$ cat src/design/sdl_pkg.sv
// Constants, register map and carrier types of the synthesizer control block
// Behaviour
// [RL1] Crystal oscillator runs while its enable bit is set; on at power-up; off when CE low.
// [RL2] With an external reference, host clears the oscillator bit and drives the second pin.
// [RL3] Reference output divider divides by even ratios 2 to 30, 50:50 duty.
// [RL4] Reference output divider defaults to divide-by-eight after power-up.
// [RL5] Divide field of zero turns the divided reference output off.
// [RL6] 3-bit counter divides reference by 1 to 7 to make the comparison clock.
// [RL7] Reference counter ratio resets to one.
// [RL8] 3-bit select field routes an internal signal onto the status output.
// [RL9] Status output shows regulator-ready by default after power-up.
// [RL10] Host waits for regulator-ready high (about 50 us) before programming.
// [RL11] Digital lock goes high after five comparisons with error below 15 ns.
// [RL12] Digital lock stays high until a 25 ns error is seen.
// [RL13] Analog lock is open-drain: high when locked, with narrow low pulses.
// [RL14] CE low shuts regulators and clears every configuration register.
// [RL15] Host holds CE high and waits for the regulator before any write.
// [RL16] Feedback divider: 8-bit integer counter plus 15-bit sigma-delta fraction.
// [RL17] Integer feedback ratio is never below 31.
// [RL18] Largest feedback ratio is 255 plus 32767/32768.
// [RL19] Oscillator output is halved for transmit carrier and receive LO.
// [RL20] Host sets the 2-bit oscillator adjust field for the wanted band.
// [RL21] Oscillator is powered while the synthesizer enable bit is set.
// [RL22] Low-band bit adds a further divide-by-two stage.
// [RL23] Host keeps the 4-bit oscillator bias field at 0xA or above.
// [RL24] Output frequency equals comparison rate times (integer + fraction/32768).
package sdl_pkg;
  // Register byte offsets
  localparam logic [3:0] SDL_OFS_CTRL0  = 4'h0;
  localparam logic [3:0] SDL_OFS_CTRL1  = 4'h4;
  localparam logic [3:0] SDL_OFS_FBDIV  = 4'h8;
  localparam logic [3:0] SDL_OFS_STATUS = 4'hC;
  // Reset values
  localparam logic [3:0] SDL_RST_REFOUT = 4'h4;   // Half-ratio 4, divide-by-8
  localparam logic [2:0] SDL_RST_RDIV   = 3'h1;
  localparam logic [2:0] SDL_RST_MUXSEL = 3'h0;
  localparam logic [7:0] SDL_INT_MIN    = 8'h1F;  // 31
  localparam logic [7:0] SDL_RST_INT    = 8'h1F;
  // Lock thresholds in ns and comparison count
  localparam logic [7:0] SDL_LOCK_SET_NS = 8'h0F; // 15 ns
  localparam logic [7:0] SDL_LOCK_CLR_NS = 8'h19; // 25 ns
  localparam logic [2:0] SDL_LOCK_COUNT  = 3'h5;
  // Regulator settle time
  localparam int SDL_CLK_MHZ       = 40;
  localparam int SDL_REG_SETTLE_US = 50;
  localparam int SDL_REG_SETTLE_CY = SDL_REG_SETTLE_US * SDL_CLK_MHZ;
  // Status mux selections
  typedef enum logic [2:0] {
    SDL_MUX_REGRDY = 3'h0, SDL_MUX_DLOCK = 3'h1, SDL_MUX_ALOCK = 3'h2,
    SDL_MUX_PFD = 3'h3, SDL_MUX_FBCARRY = 3'h4, SDL_MUX_ZERO = 3'h5
  } sdl_mux_t;
  // Software configuration
  typedef struct packed {
    logic       synth_enable_bit;
    logic [2:0] status_mux_select_field;
    logic       xtal_osc_enable_bit;
    logic [3:0] ref_out_divide_field;
    logic [2:0] ref_count_field;
    logic       low_band_halver_bit;
    logic [1:0] osc_band_adjust_field;
    logic [3:0] osc_bias_field;
    logic [7:0] fb_int_field;
    logic [14:0] fb_frac_field;
  } sdl_cfg_t;
  // Oscillator controls to analog
  typedef struct packed {
    logic       osc_power;
    logic [2:0] lo_divide;
    logic [1:0] band_adjust;
    logic [3:0] bias;
  } sdl_vco_t;
endpackage

$ cat src/design/sdl_top.sv
// Synthesizer digital control: registers, dividers, lock detect, status mux
//
// The implementer's own choices: the register offsets and the Wishbone interface to the registers.
`timescale 1ns/10ps
module sdl_top
  import sdl_pkg::*;
#(
  parameter int REG_SETTLE_CY = SDL_REG_SETTLE_CY
) (
  // Clock and reset
  input  wire logic        clk_sys,
  input  wire logic        resetn,
  // Wishbone classic slave
  input  wire logic        wb_cyc_i,
  input  wire logic        wb_stb_i,
  input  wire logic        wb_we_i,
  input  wire logic [3:0]  wb_adr_i,
  input  wire logic [3:0]  wb_sel_i,
  input  wire logic [31:0] wb_dat_i,
  output logic      [31:0] wb_dat_o,
  output logic             wb_ack_o,
  // Chip enable pin
  input  wire logic        chip_enable,
  // Phase detector measurement, one per comparison
  input  wire logic        pfd_err_valid,
  input  wire logic [7:0]  pfd_err_ns,
  // Outputs
  output logic             divided_ref_output,
  output logic             pfd_ref_tick,
  output logic [8:0]       fb_divide_now,
  output logic             fb_carry,
  output logic             status_mux_output_pin,
  output logic             digital_lock,
  output logic             alock_o,
  output logic             alock_oe,
  output logic             osc_running,
  output logic             regulator_ready,
  output sdl_vco_t         vco_ctrl
);

  //----------------------------------------------------------------
  // Helpers
  //----------------------------------------------------------------
  // Byte-lane merge for writes
  function automatic logic [31:0] lane_merge(input logic [31:0] old,
                                              input logic [31:0] dat,
                                              input logic [3:0] sel);
    logic [31:0] res;
    res = old;
    for (int i = 0; i < 4; i++) begin
      if (sel[i]) begin
        res[i*8 +: 8] = dat[i*8 +: 8];
      end
    end
    return res;
  endfunction

  //----------------------------------------------------------------
  // Chip enable sync and regulator
  //----------------------------------------------------------------
  logic        ce_meta_r;
  logic        ce_r;
  logic [15:0] settle_r;
  logic [15:0] settle_nxt;
  logic        regrdy_nxt;

  // Two stages since CE is a pin
  always_ff @(posedge clk_sys or negedge resetn) begin
    if (!resetn) begin
      ce_meta_r <= 1'b0;
      ce_r      <= 1'b0;
    end else begin
      ce_meta_r <= chip_enable;
      ce_r      <= ce_meta_r;
    end
  end

  // Regulator comes up a fixed time after CE rises
  assign settle_nxt = !ce_r ? 16'h0000 :
                      (regulator_ready ? settle_r : settle_r + 16'h0001);
  assign regrdy_nxt = ce_r && (regulator_ready || (settle_r >= 16'(REG_SETTLE_CY - 1)));

  always_ff @(posedge clk_sys or negedge resetn) begin
    if (!resetn) begin
      settle_r        <= 16'h0000;
      regulator_ready <= 1'b0;
    end else begin
      settle_r        <= settle_nxt;
      regulator_ready <= regrdy_nxt;
    end
  end

  //----------------------------------------------------------------
  // Register bus
  //----------------------------------------------------------------
  sdl_cfg_t    cfg_r;
  sdl_cfg_t    cfg_nxt;
  sdl_cfg_t    cfg_dflt;
  logic [31:0] ctrl0_rd;
  logic [31:0] ctrl1_rd;
  logic [31:0] fbdiv_rd;
  logic [31:0] status_rd;
  logic [31:0] ctrl0_w;
  logic [31:0] ctrl1_w;
  logic [31:0] fbdiv_w;
  logic        bus_req;
  logic        wr_en;
  logic [31:0] rd_mux;

  assign cfg_dflt = '{synth_enable_bit: 1'b0, status_mux_select_field: SDL_RST_MUXSEL,
                      xtal_osc_enable_bit: 1'b1, ref_out_divide_field: SDL_RST_REFOUT,
                      ref_count_field: SDL_RST_RDIV, low_band_halver_bit: 1'b0,
                      osc_band_adjust_field: 2'h0, osc_bias_field: 4'h0,
                      fb_int_field: SDL_RST_INT, fb_frac_field: 15'h0000};

  // Register images as software sees them
  assign ctrl0_rd  = {28'h0000000, cfg_r.status_mux_select_field, cfg_r.synth_enable_bit};
  assign ctrl1_rd  = {16'h0000, cfg_r.osc_bias_field, cfg_r.osc_band_adjust_field,
                      cfg_r.low_band_halver_bit, cfg_r.xtal_osc_enable_bit,
                      1'b0, cfg_r.ref_count_field, cfg_r.ref_out_divide_field};
  assign fbdiv_rd  = {9'h000, cfg_r.fb_int_field, cfg_r.fb_frac_field};
  assign status_rd = {28'h0000000, osc_running, alock_oe, digital_lock, regulator_ready};

  assign ctrl0_w = lane_merge(ctrl0_rd, wb_dat_i, wb_sel_i);
  assign ctrl1_w = lane_merge(ctrl1_rd, wb_dat_i, wb_sel_i);
  assign fbdiv_w = lane_merge(fbdiv_rd, wb_dat_i, wb_sel_i);

  // Writes land only once the interface regulator is up
  assign bus_req = wb_cyc_i && wb_stb_i && !wb_ack_o;
  assign wr_en   = bus_req && wb_we_i && regulator_ready; // see [RL15]

  always_comb begin
    cfg_nxt = cfg_r;
    if (wr_en) begin
      case (wb_adr_i)
        SDL_OFS_CTRL0: begin
          cfg_nxt.synth_enable_bit        = ctrl0_w[0];
          cfg_nxt.status_mux_select_field = ctrl0_w[3:1]; // see [RL8]
        end
        SDL_OFS_CTRL1: begin
          cfg_nxt.ref_out_divide_field  = ctrl1_w[3:0];
          cfg_nxt.ref_count_field       = ctrl1_w[6:4];
          cfg_nxt.xtal_osc_enable_bit   = ctrl1_w[8];
          cfg_nxt.low_band_halver_bit   = ctrl1_w[9];
          cfg_nxt.osc_band_adjust_field = ctrl1_w[11:10];
          cfg_nxt.osc_bias_field        = ctrl1_w[15:12];
        end
        SDL_OFS_FBDIV: begin
          cfg_nxt.fb_frac_field = fbdiv_w[14:0]; // see [RL16]
          // Pulse-swallow floor; values below are raised to it
          cfg_nxt.fb_int_field  = (fbdiv_w[22:15] < SDL_INT_MIN) ?
                                  SDL_INT_MIN : fbdiv_w[22:15]; // see [RL17]
        end
        default: begin
          cfg_nxt = cfg_r;
        end
      endcase
    end
    // Power-down erases all programmed state
    if (!ce_r) begin
      cfg_nxt = cfg_dflt; // see [RL14]
    end
  end

  assign rd_mux = (wb_adr_i == SDL_OFS_CTRL0)  ? ctrl0_rd :
                  (wb_adr_i == SDL_OFS_CTRL1)  ? ctrl1_rd :
                  (wb_adr_i == SDL_OFS_FBDIV)  ? fbdiv_rd :
                  (wb_adr_i == SDL_OFS_STATUS) ? status_rd : 32'h00000000;

  // Defaults at reset: osc on, div-8, R=1, mux regulator-ready
  always_ff @(posedge clk_sys or negedge resetn) begin
    if (!resetn) begin
      cfg_r <= '{synth_enable_bit: 1'b0, status_mux_select_field: SDL_RST_MUXSEL,
                 xtal_osc_enable_bit: 1'b1, ref_out_divide_field: SDL_RST_REFOUT,
                 ref_count_field: SDL_RST_RDIV, low_band_halver_bit: 1'b0,
                 osc_band_adjust_field: 2'h0, osc_bias_field: 4'h0,
                 fb_int_field: SDL_RST_INT, fb_frac_field: 15'h0000}; // see [RL4] [RL7] [RL9]
    end else begin
      cfg_r <= cfg_nxt;
    end
  end

  // One-cycle registered ack; unmapped reads return zero
  always_ff @(posedge clk_sys or negedge resetn) begin
    if (!resetn) begin
      wb_ack_o <= 1'b0;
      wb_dat_o <= 32'h00000000;
    end else begin
      wb_ack_o <= bus_req;
      wb_dat_o <= bus_req ? rd_mux : wb_dat_o;
    end
  end

  //----------------------------------------------------------------
  // Reference oscillator and output divider
  //----------------------------------------------------------------
  logic [3:0] refdiv_cnt_r;
  logic [3:0] refdiv_cnt_nxt;
  logic       refdiv_wrap;
  logic       refout_nxt;

  assign osc_running = cfg_r.xtal_osc_enable_bit && ce_r; // see [RL1]

  // Half period of N clocks gives an even ratio 2N, duty 50:50
  assign refdiv_wrap    = (refdiv_cnt_r >= cfg_r.ref_out_divide_field - 4'h1);
  assign refdiv_cnt_nxt = (!osc_running || refdiv_wrap) ? 4'h0 : refdiv_cnt_r + 4'h1;
  assign refout_nxt     = (!osc_running || cfg_r.ref_out_divide_field == 4'h0) ? 1'b0 :
                          (refdiv_wrap ? !divided_ref_output : divided_ref_output); // see [RL3] [RL5]

  always_ff @(posedge clk_sys or negedge resetn) begin
    if (!resetn) begin
      refdiv_cnt_r       <= 4'h0;
      divided_ref_output <= 1'b0;
    end else begin
      refdiv_cnt_r       <= refdiv_cnt_nxt;
      divided_ref_output <= refout_nxt;
    end
  end

  //----------------------------------------------------------------
  // Reference counter for the phase detector
  //----------------------------------------------------------------
  logic [2:0] rcnt_r;
  logic [2:0] rcnt_nxt;
  logic       rcnt_wrap;

  // A field of zero acts as one so the detector never starves
  assign rcnt_wrap = (rcnt_r + 3'h1 >= cfg_r.ref_count_field);
  assign rcnt_nxt  = (!osc_running || rcnt_wrap) ? 3'h0 : rcnt_r + 3'h1;

  always_ff @(posedge clk_sys or negedge resetn) begin
    if (!resetn) begin
      rcnt_r       <= 3'h0;
      pfd_ref_tick <= 1'b0;
    end else begin
      rcnt_r       <= rcnt_nxt;
      pfd_ref_tick <= osc_running && rcnt_wrap; // see [RL6]
    end
  end

  //----------------------------------------------------------------
  // Sigma-delta feedback divider
  //----------------------------------------------------------------
  logic [15:0] acc_sum;
  logic [14:0] acc_r;

  // First-order modulator: average ratio = int + frac/32768
  assign acc_sum = {1'b0, acc_r} + {1'b0, cfg_r.fb_frac_field};

  always_ff @(posedge clk_sys or negedge resetn) begin
    if (!resetn) begin
      acc_r         <= 15'h0000;
      fb_carry      <= 1'b0;
      fb_divide_now <= 9'h000;
    end else if (!vco_ctrl.osc_power) begin
      acc_r         <= 15'h0000;
      fb_carry      <= 1'b0;
      fb_divide_now <= {1'b0, cfg_r.fb_int_field};
    end else if (pfd_ref_tick) begin
      acc_r         <= acc_sum[14:0];
      fb_carry      <= acc_sum[15];
      // 9 bits hold 255+1 at the top fraction
      fb_divide_now <= {1'b0, cfg_r.fb_int_field} + {8'h00, acc_sum[15]}; // see [RL18] [RL24]
    end else begin
      acc_r         <= acc_r;
      fb_carry      <= 1'b0;
      fb_divide_now <= fb_divide_now;
    end
  end

  //----------------------------------------------------------------
  // Oscillator controls
  //----------------------------------------------------------------
  assign vco_ctrl.osc_power   = cfg_r.synth_enable_bit && ce_r; // see [RL21]
  // Fixed halving, doubled again for the low bands
  assign vco_ctrl.lo_divide   = cfg_r.low_band_halver_bit ? 3'h4 : 3'h2; // see [RL19] [RL22]
  assign vco_ctrl.band_adjust = cfg_r.osc_band_adjust_field;
  assign vco_ctrl.bias        = cfg_r.osc_bias_field;

  //----------------------------------------------------------------
  // Lock detection
  //----------------------------------------------------------------
  logic [2:0] good_cnt_r;
  logic [2:0] good_cnt_nxt;
  logic       err_small;
  logic       err_large;
  logic       dlock_nxt;

  assign err_small    = pfd_err_ns < SDL_LOCK_SET_NS;
  assign err_large    = pfd_err_ns >= SDL_LOCK_CLR_NS;
  assign good_cnt_nxt = !vco_ctrl.osc_power ? 3'h0 :
                        !pfd_err_valid ? good_cnt_r :
                        !err_small ? 3'h0 :
                        (good_cnt_r == SDL_LOCK_COUNT) ? good_cnt_r : good_cnt_r + 3'h1;
  // Set after five good comparisons, hold until a large error or oscillator power-off
  assign dlock_nxt    = !vco_ctrl.osc_power ? 1'b0 :
                        (pfd_err_valid && err_large) ? 1'b0 :
                        (good_cnt_nxt == SDL_LOCK_COUNT) ? 1'b1 : digital_lock; // see [RL11] [RL12]

  always_ff @(posedge clk_sys or negedge resetn) begin
    if (!resetn) begin
      good_cnt_r   <= 3'h0;
      digital_lock <= 1'b0;
    end else begin
      good_cnt_r   <= good_cnt_nxt;
      digital_lock <= dlock_nxt;
    end
  end

  // Open-drain analog lock: released when locked, one-cycle pull per comparison
  assign alock_o = 1'b0;

  always_ff @(posedge clk_sys or negedge resetn) begin
    if (!resetn) begin
      alock_oe <= 1'b1;
    end else begin
      alock_oe <= !digital_lock || (pfd_ref_tick && !alock_oe); // see [RL13]
    end
  end

  //----------------------------------------------------------------
  // Status multiplexer
  //----------------------------------------------------------------
  logic mux_nxt;

  assign mux_nxt = (cfg_r.status_mux_select_field == SDL_MUX_REGRDY)  ? regulator_ready :
                   (cfg_r.status_mux_select_field == SDL_MUX_DLOCK)   ? digital_lock :
                   (cfg_r.status_mux_select_field == SDL_MUX_ALOCK)   ? !alock_oe :
                   (cfg_r.status_mux_select_field == SDL_MUX_PFD)     ? pfd_ref_tick :
                   (cfg_r.status_mux_select_field == SDL_MUX_FBCARRY) ? fb_carry :
                   1'b0; // see [RL8] [RL9]

  always_ff @(posedge clk_sys or negedge resetn) begin
    if (!resetn) begin
      status_mux_output_pin <= 1'b0;
    end else begin
      status_mux_output_pin <= mux_nxt;
    end
  end

endmodule

$ cat config.mk
export PLATFORM = sky130hd
export DESIGN_NAME = sdl_top
export DESIGN_NICKNAME = d
export VERILOG_FILES = /design/src/design/sdl_pkg.sv /design/src/design/sdl_top.sv
export SDC_FILE = /design/constraint.sdc
export NUM_CORES = 1
export LEC_CHECK = 0
export BUFFER_PORTS_ARGS = -buffer_cell sky130_fd_sc_hd__buf_2
export CAP_MARGIN = 20
export CORE_ASPECT_RATIO = 0.8
export CORE_MARGIN = 2
export CORE_UTILIZATION = 60
export CTS_CLUSTER_DIAMETER = 100
export DETAILED_ROUTE_END_ITERATION = 8
export PLACE_DENSITY = 0.85
export SKIP_LAST_GASP = 1
export SYNTH_ARGS = -nofsm -noshare
export SYNTH_HDL_FRONTEND = slang
export SYNTH_SLANG_ARGS = --single-unit
$ cat constraint.sdc
create_clock -name clk_sys -period 5.2 [get_ports clk_sys]
set_input_delay 0.78 -clock clk_sys [delete_from_list [all_inputs] [get_ports clk_sys]]
set_output_delay 0.78 -clock clk_sys [all_outputs]
set_load 0.005 [all_outputs]
==> impl_results.md <==
- Setup crit end kind: flip-flop
- Commonest cells in the netlist: sky130_fd_sc_hd__dfrtp_1, sky130_fd_sc_hd__nor2_1, sky130_fd_sc_hd__nand2_1
- Switching power share of the total: 25.60%
- Run status: complete, no violations
- Normalized max-slew margin: 34.65%
- Number of rows created at floorplan: 34
- Final Critical Period: 3137 ps
- Switching power: 0.6854 mW
- Maximum single-stage delay on the critical path: 430 ps
- Vias in the first global route: 5609
- Drt drc: 0
- Hold_buf cts: 0
- Worst Max-Slew Pin Slew: 976.1 ps
- Critical path's slowest cell: sky130_fd_sc_hd__dfrtp_1
- Overall overflow remaining after global route: 0
- Endpoint of the worst register-to-register path: fb_divide_now[7]
- Most area-consuming cells after synthesis: sky130_fd_sc_hd__dfrtp_1, sky130_fd_sc_hd__ha_1, sky130_fd_sc_hd__nor2_1
- Final setup skew: 5.435 ps
- Library cell occupying the most area in the post-synthesis netlist: sky130_fd_sc_hd__dfrtp_1
- Kind of start point of the critical path: flip-flop
- Number of detailed-routing iterations run before antenna repair: 5
- Initial antenna violation count: 1
- Fraction of the yosys area taken by sequential cells: 47.64%
- Number of nets still failing antenna checks after routing: 0
- Ys Warns: 0
- Via count: 5608
- Sequential share of power: 39.5%
- Count of routing violations after the opening detailed-route iteration: 479
- Final number of setup-violating endpoints: 0
- H-tree lvl count: 4
- Critical Path Fanout Max: 4
- Worst-case reg-to-reg path depth: 12
- Die Height: 97.74 um
- Max-Cap Viols: 0
- Proportion of netlist area held by the largest area contributor: 44.05%
- Total Nets Final: 830
- Area used by multi-input combinational logic: 3153 um2
- Setup fix buffers added after clock tree synthesis: 0
- Clock transition at path regs: 60 ps
- Internal power consumption: 1.992 mW
- Data required time at the worst endpoint: 5540 ps
- Critical path buffer and inverter count: 0
- Static Leak: 3.815 nW
- First-pass GRT wire length: 28460 um
- Clk network pwr share: 48.6%
- Maximum number of pins on one net before global-route repair: 76
- Detailed placer's ending HPWL: 11840 um
- I/O pin count: 116
- Reg2Reg Setup Slack: 2060 ps
- Average instance area after synthesis: 9.970 um2
- Area of the die: 11840 um2
- Signed area change from the synthesized netlist to the final layout: 17.05%
- Cell count after synthesis: 661
- Sinks on the clock net: 125
- Total GRT Usage: 31.10%
- Share of the clock period used by the worst path: 60.33%
- Hold Path Depth: 0
- Unrepaired setup endpoints after global routing: false
- Clock insertion delay at the later pin of the skew report: 420 ps
- Worst-path cell chain: ha_1 > nand2_1 > or3_1 > o221ai_1 > nand4_1 > nand2_1 > ha_1 > nand3_1 > nor2_1 > nand4_1 > xor2_1 > o21ai_0
- Minimum hold slack: 356.9 ps
- Hold Crit Class: flip-flop to flip-flop
- Average vias per placed instance: 6.217
- Final max-slew violation count: 0
- Clock tree from TritonCTS: built
- Post-synth EDFFs: 0
- Hold Path End: ce_r
- Clock root cell: sky130_fd_sc_hd__clkbuf_16
- Most common cell in the synthesized netlist: sky130_fd_sc_hd__dfrtp_1
- Routability cong.: 0.9016
- Largest voltage drop on the vdd net: 309.2 uV
- Comb pwr share: 11.8%
- Post-Route Setup TNS: 0 ps
- Initial standard-cell utilization of the core: 60.99%
- Bufs on Longest Clock Path: 2
- Total detailed-routing wirelength: 17480 um
- Floorplan die width: 121.2 um
- Final hold violations: 0
- Launch point of the worst reg-to-reg path: cfg_r[6]
- Fraction of layout cells with a size suffix above 1: 21.00%
- Arrival time of the worst setup path: 3470 ps
- Post-cts resize count: 0
- Kind of cell adding the most delay to the critical path: simple AND/OR/NAND/NOR gates
- Standard cell core area: 10810 um2
- FF/Latch Area: 3139 um2
- Number of I/O port buffers: 94
- Routed len/inst: 19.38 um
- Power per cell area: 347.1 nW/um2
- Distinct cells, synth: 63
- Startpoint of the tightest hold check path: ce_meta_r
- Number of register bits inferred by synthesis: 125
- Max Clock Freq: 0.3188 GHz
- Filler Cells Inserted: 772
- Share of flip-flops with an asynchronous set or reset: 100.0%
- Inserted Clock Buffers: 17
- Class of the most critical setup path: flip-flop to flip-flop
- Netlist Area Pre-Place: 6590 um2
- Post-synth top flop: sky130_fd_sc_hd__dfrtp_1
==> stage by stage <==
| stage | std cells | util (%) | setup WS, ps | cell area, um2 | power [mW] |
|---|---|---|---|---|---|
| floorplan | 671 | - | 2618 | 6628 | 1.257 |
| global placement | 869 | 65.39 | 2312 | 7066 | 1.354 |
| detailed placement | 869 | 65.39 | 2228 | 7066 | 1.378 |
| CTS | 901 | 71.36 | 2117 | 7711 | 2.674 |
| global route | 902 | 71.39 | 1814 | 7714 | 2.767 |
| finish | 902 | 71.39 | 2063 | 7714 | 2.678 |
==> area by class of cell <==
class | instances | area share, %
Inverter | 22 | 1.071
Timing Repair Buffer | 99 | 6.618
Sequential cell | 125 | 40.70
Antenna cell | 1 | 0.03244
Clock buffer | 17 | 5.515
Tap cell | 144 | 2.336
Clock inverter | 15 | 2.855
Multi-Input combinational cell | 479 | 40.88
==> worst max-delay path by stage <==
stage	endpoint	slack (ps)	cells past startpoint	from
final	fb_divide_now[7]	2060	12	cfg_r[6]
after CTS	fb_divide_now[7]	2120	12	cfg_r[7]
after floorplan	fb_divide_now[7]	2620	12	cfg_r[7]
after detailed placement	fb_divide_now[7]	2230	12	cfg_r[8]
after global placement	fb_divide_now[7]	2310	12	cfg_r[7]
after global routing	fb_divide_now[7]	1810	12	cfg_r[8]
==> cell usage in the layout (no fill, tap or decap), types with 9 or more instances in the layout <==
cell / synthesis / routed
sky130_fd_sc_hd__buf_2: 3 / 93
sky130_fd_sc_hd__nand3_1: 11 / 11
sky130_fd_sc_hd__nor3_1: 10 / 10
sky130_fd_sc_hd__clkbuf_16: 0 / 17
sky130_fd_sc_hd__nand2_1: 69 / 69
sky130_fd_sc_hd__inv_1: 21 / 21
sky130_fd_sc_hd__a21o_1: 9 / 9
sky130_fd_sc_hd__xor2_1: 14 / 14
sky130_fd_sc_hd__and3_1: 9 / 9
sky130_fd_sc_hd__conb_1: 1 / 11
sky130_fd_sc_hd__mux2i_1: 27 / 27
sky130_fd_sc_hd__o21ai_0: 35 / 35
sky130_fd_sc_hd__a22o_1: 12 / 12
sky130_fd_sc_hd__xnor2_1: 16 / 16
sky130_fd_sc_hd__a21oi_1: 34 / 34
sky130_fd_sc_hd__dfstp_2: 9 / 9
sky130_fd_sc_hd__dfrtp_1: 116 / 116
sky130_fd_sc_hd__nor2_1: 85 / 85
sky130_fd_sc_hd__ha_1: 30 / 30
sky130_fd_sc_hd__a221oi_1: 11 / 11
==> sequential cells by signal, indices dropped and copies added (netlist names), 3 cells and up <==
| register | cells |
|---|---|
| acc_r | 15 |
| cfg_r | 36 |
| fb_divide_now | 9 |
| good_cnt_r | 3 |
| rcnt_r | 3 |
| refdiv_cnt_r | 4 |
| settle_r | 16 |
| vco_ctrl | 6 |
| wb_dat_o | 23 |
==> power groups by stage <==
stage	logic [mW]	registers, mW	clock network (mW)
after global placement	0.285	1.07	0
after detailed placement	0.306	1.07	0
after global routing	0.348	1.06	1.36
after CTS	0.314	1.06	1.30
final	0.317	1.06	1.30
after floorplan	0.191	1.07	0
==> per-layer routing <==
metal	GRT usage [%]	wire, um	vias to the layer above
met3	8.236	1593	49
met2	48.83	8365	295
met4	13.00	436	0
li1	-	-	2479
met1	41.32	7085	2785
met5	0	0	-
==> kinds of logic after synthesis <==
group,Yosys count,share of synthesized area (%)
flops,125,47.64
xor+xnor,30,3.987
simple gates,223,16.16
fa+ha+maj,31,6.000
other cells,1,0.05690
buf+inv,67,5.088
mux,33,5.810
compound gates,151,15.26
Power figures use the tool's default switching activity.
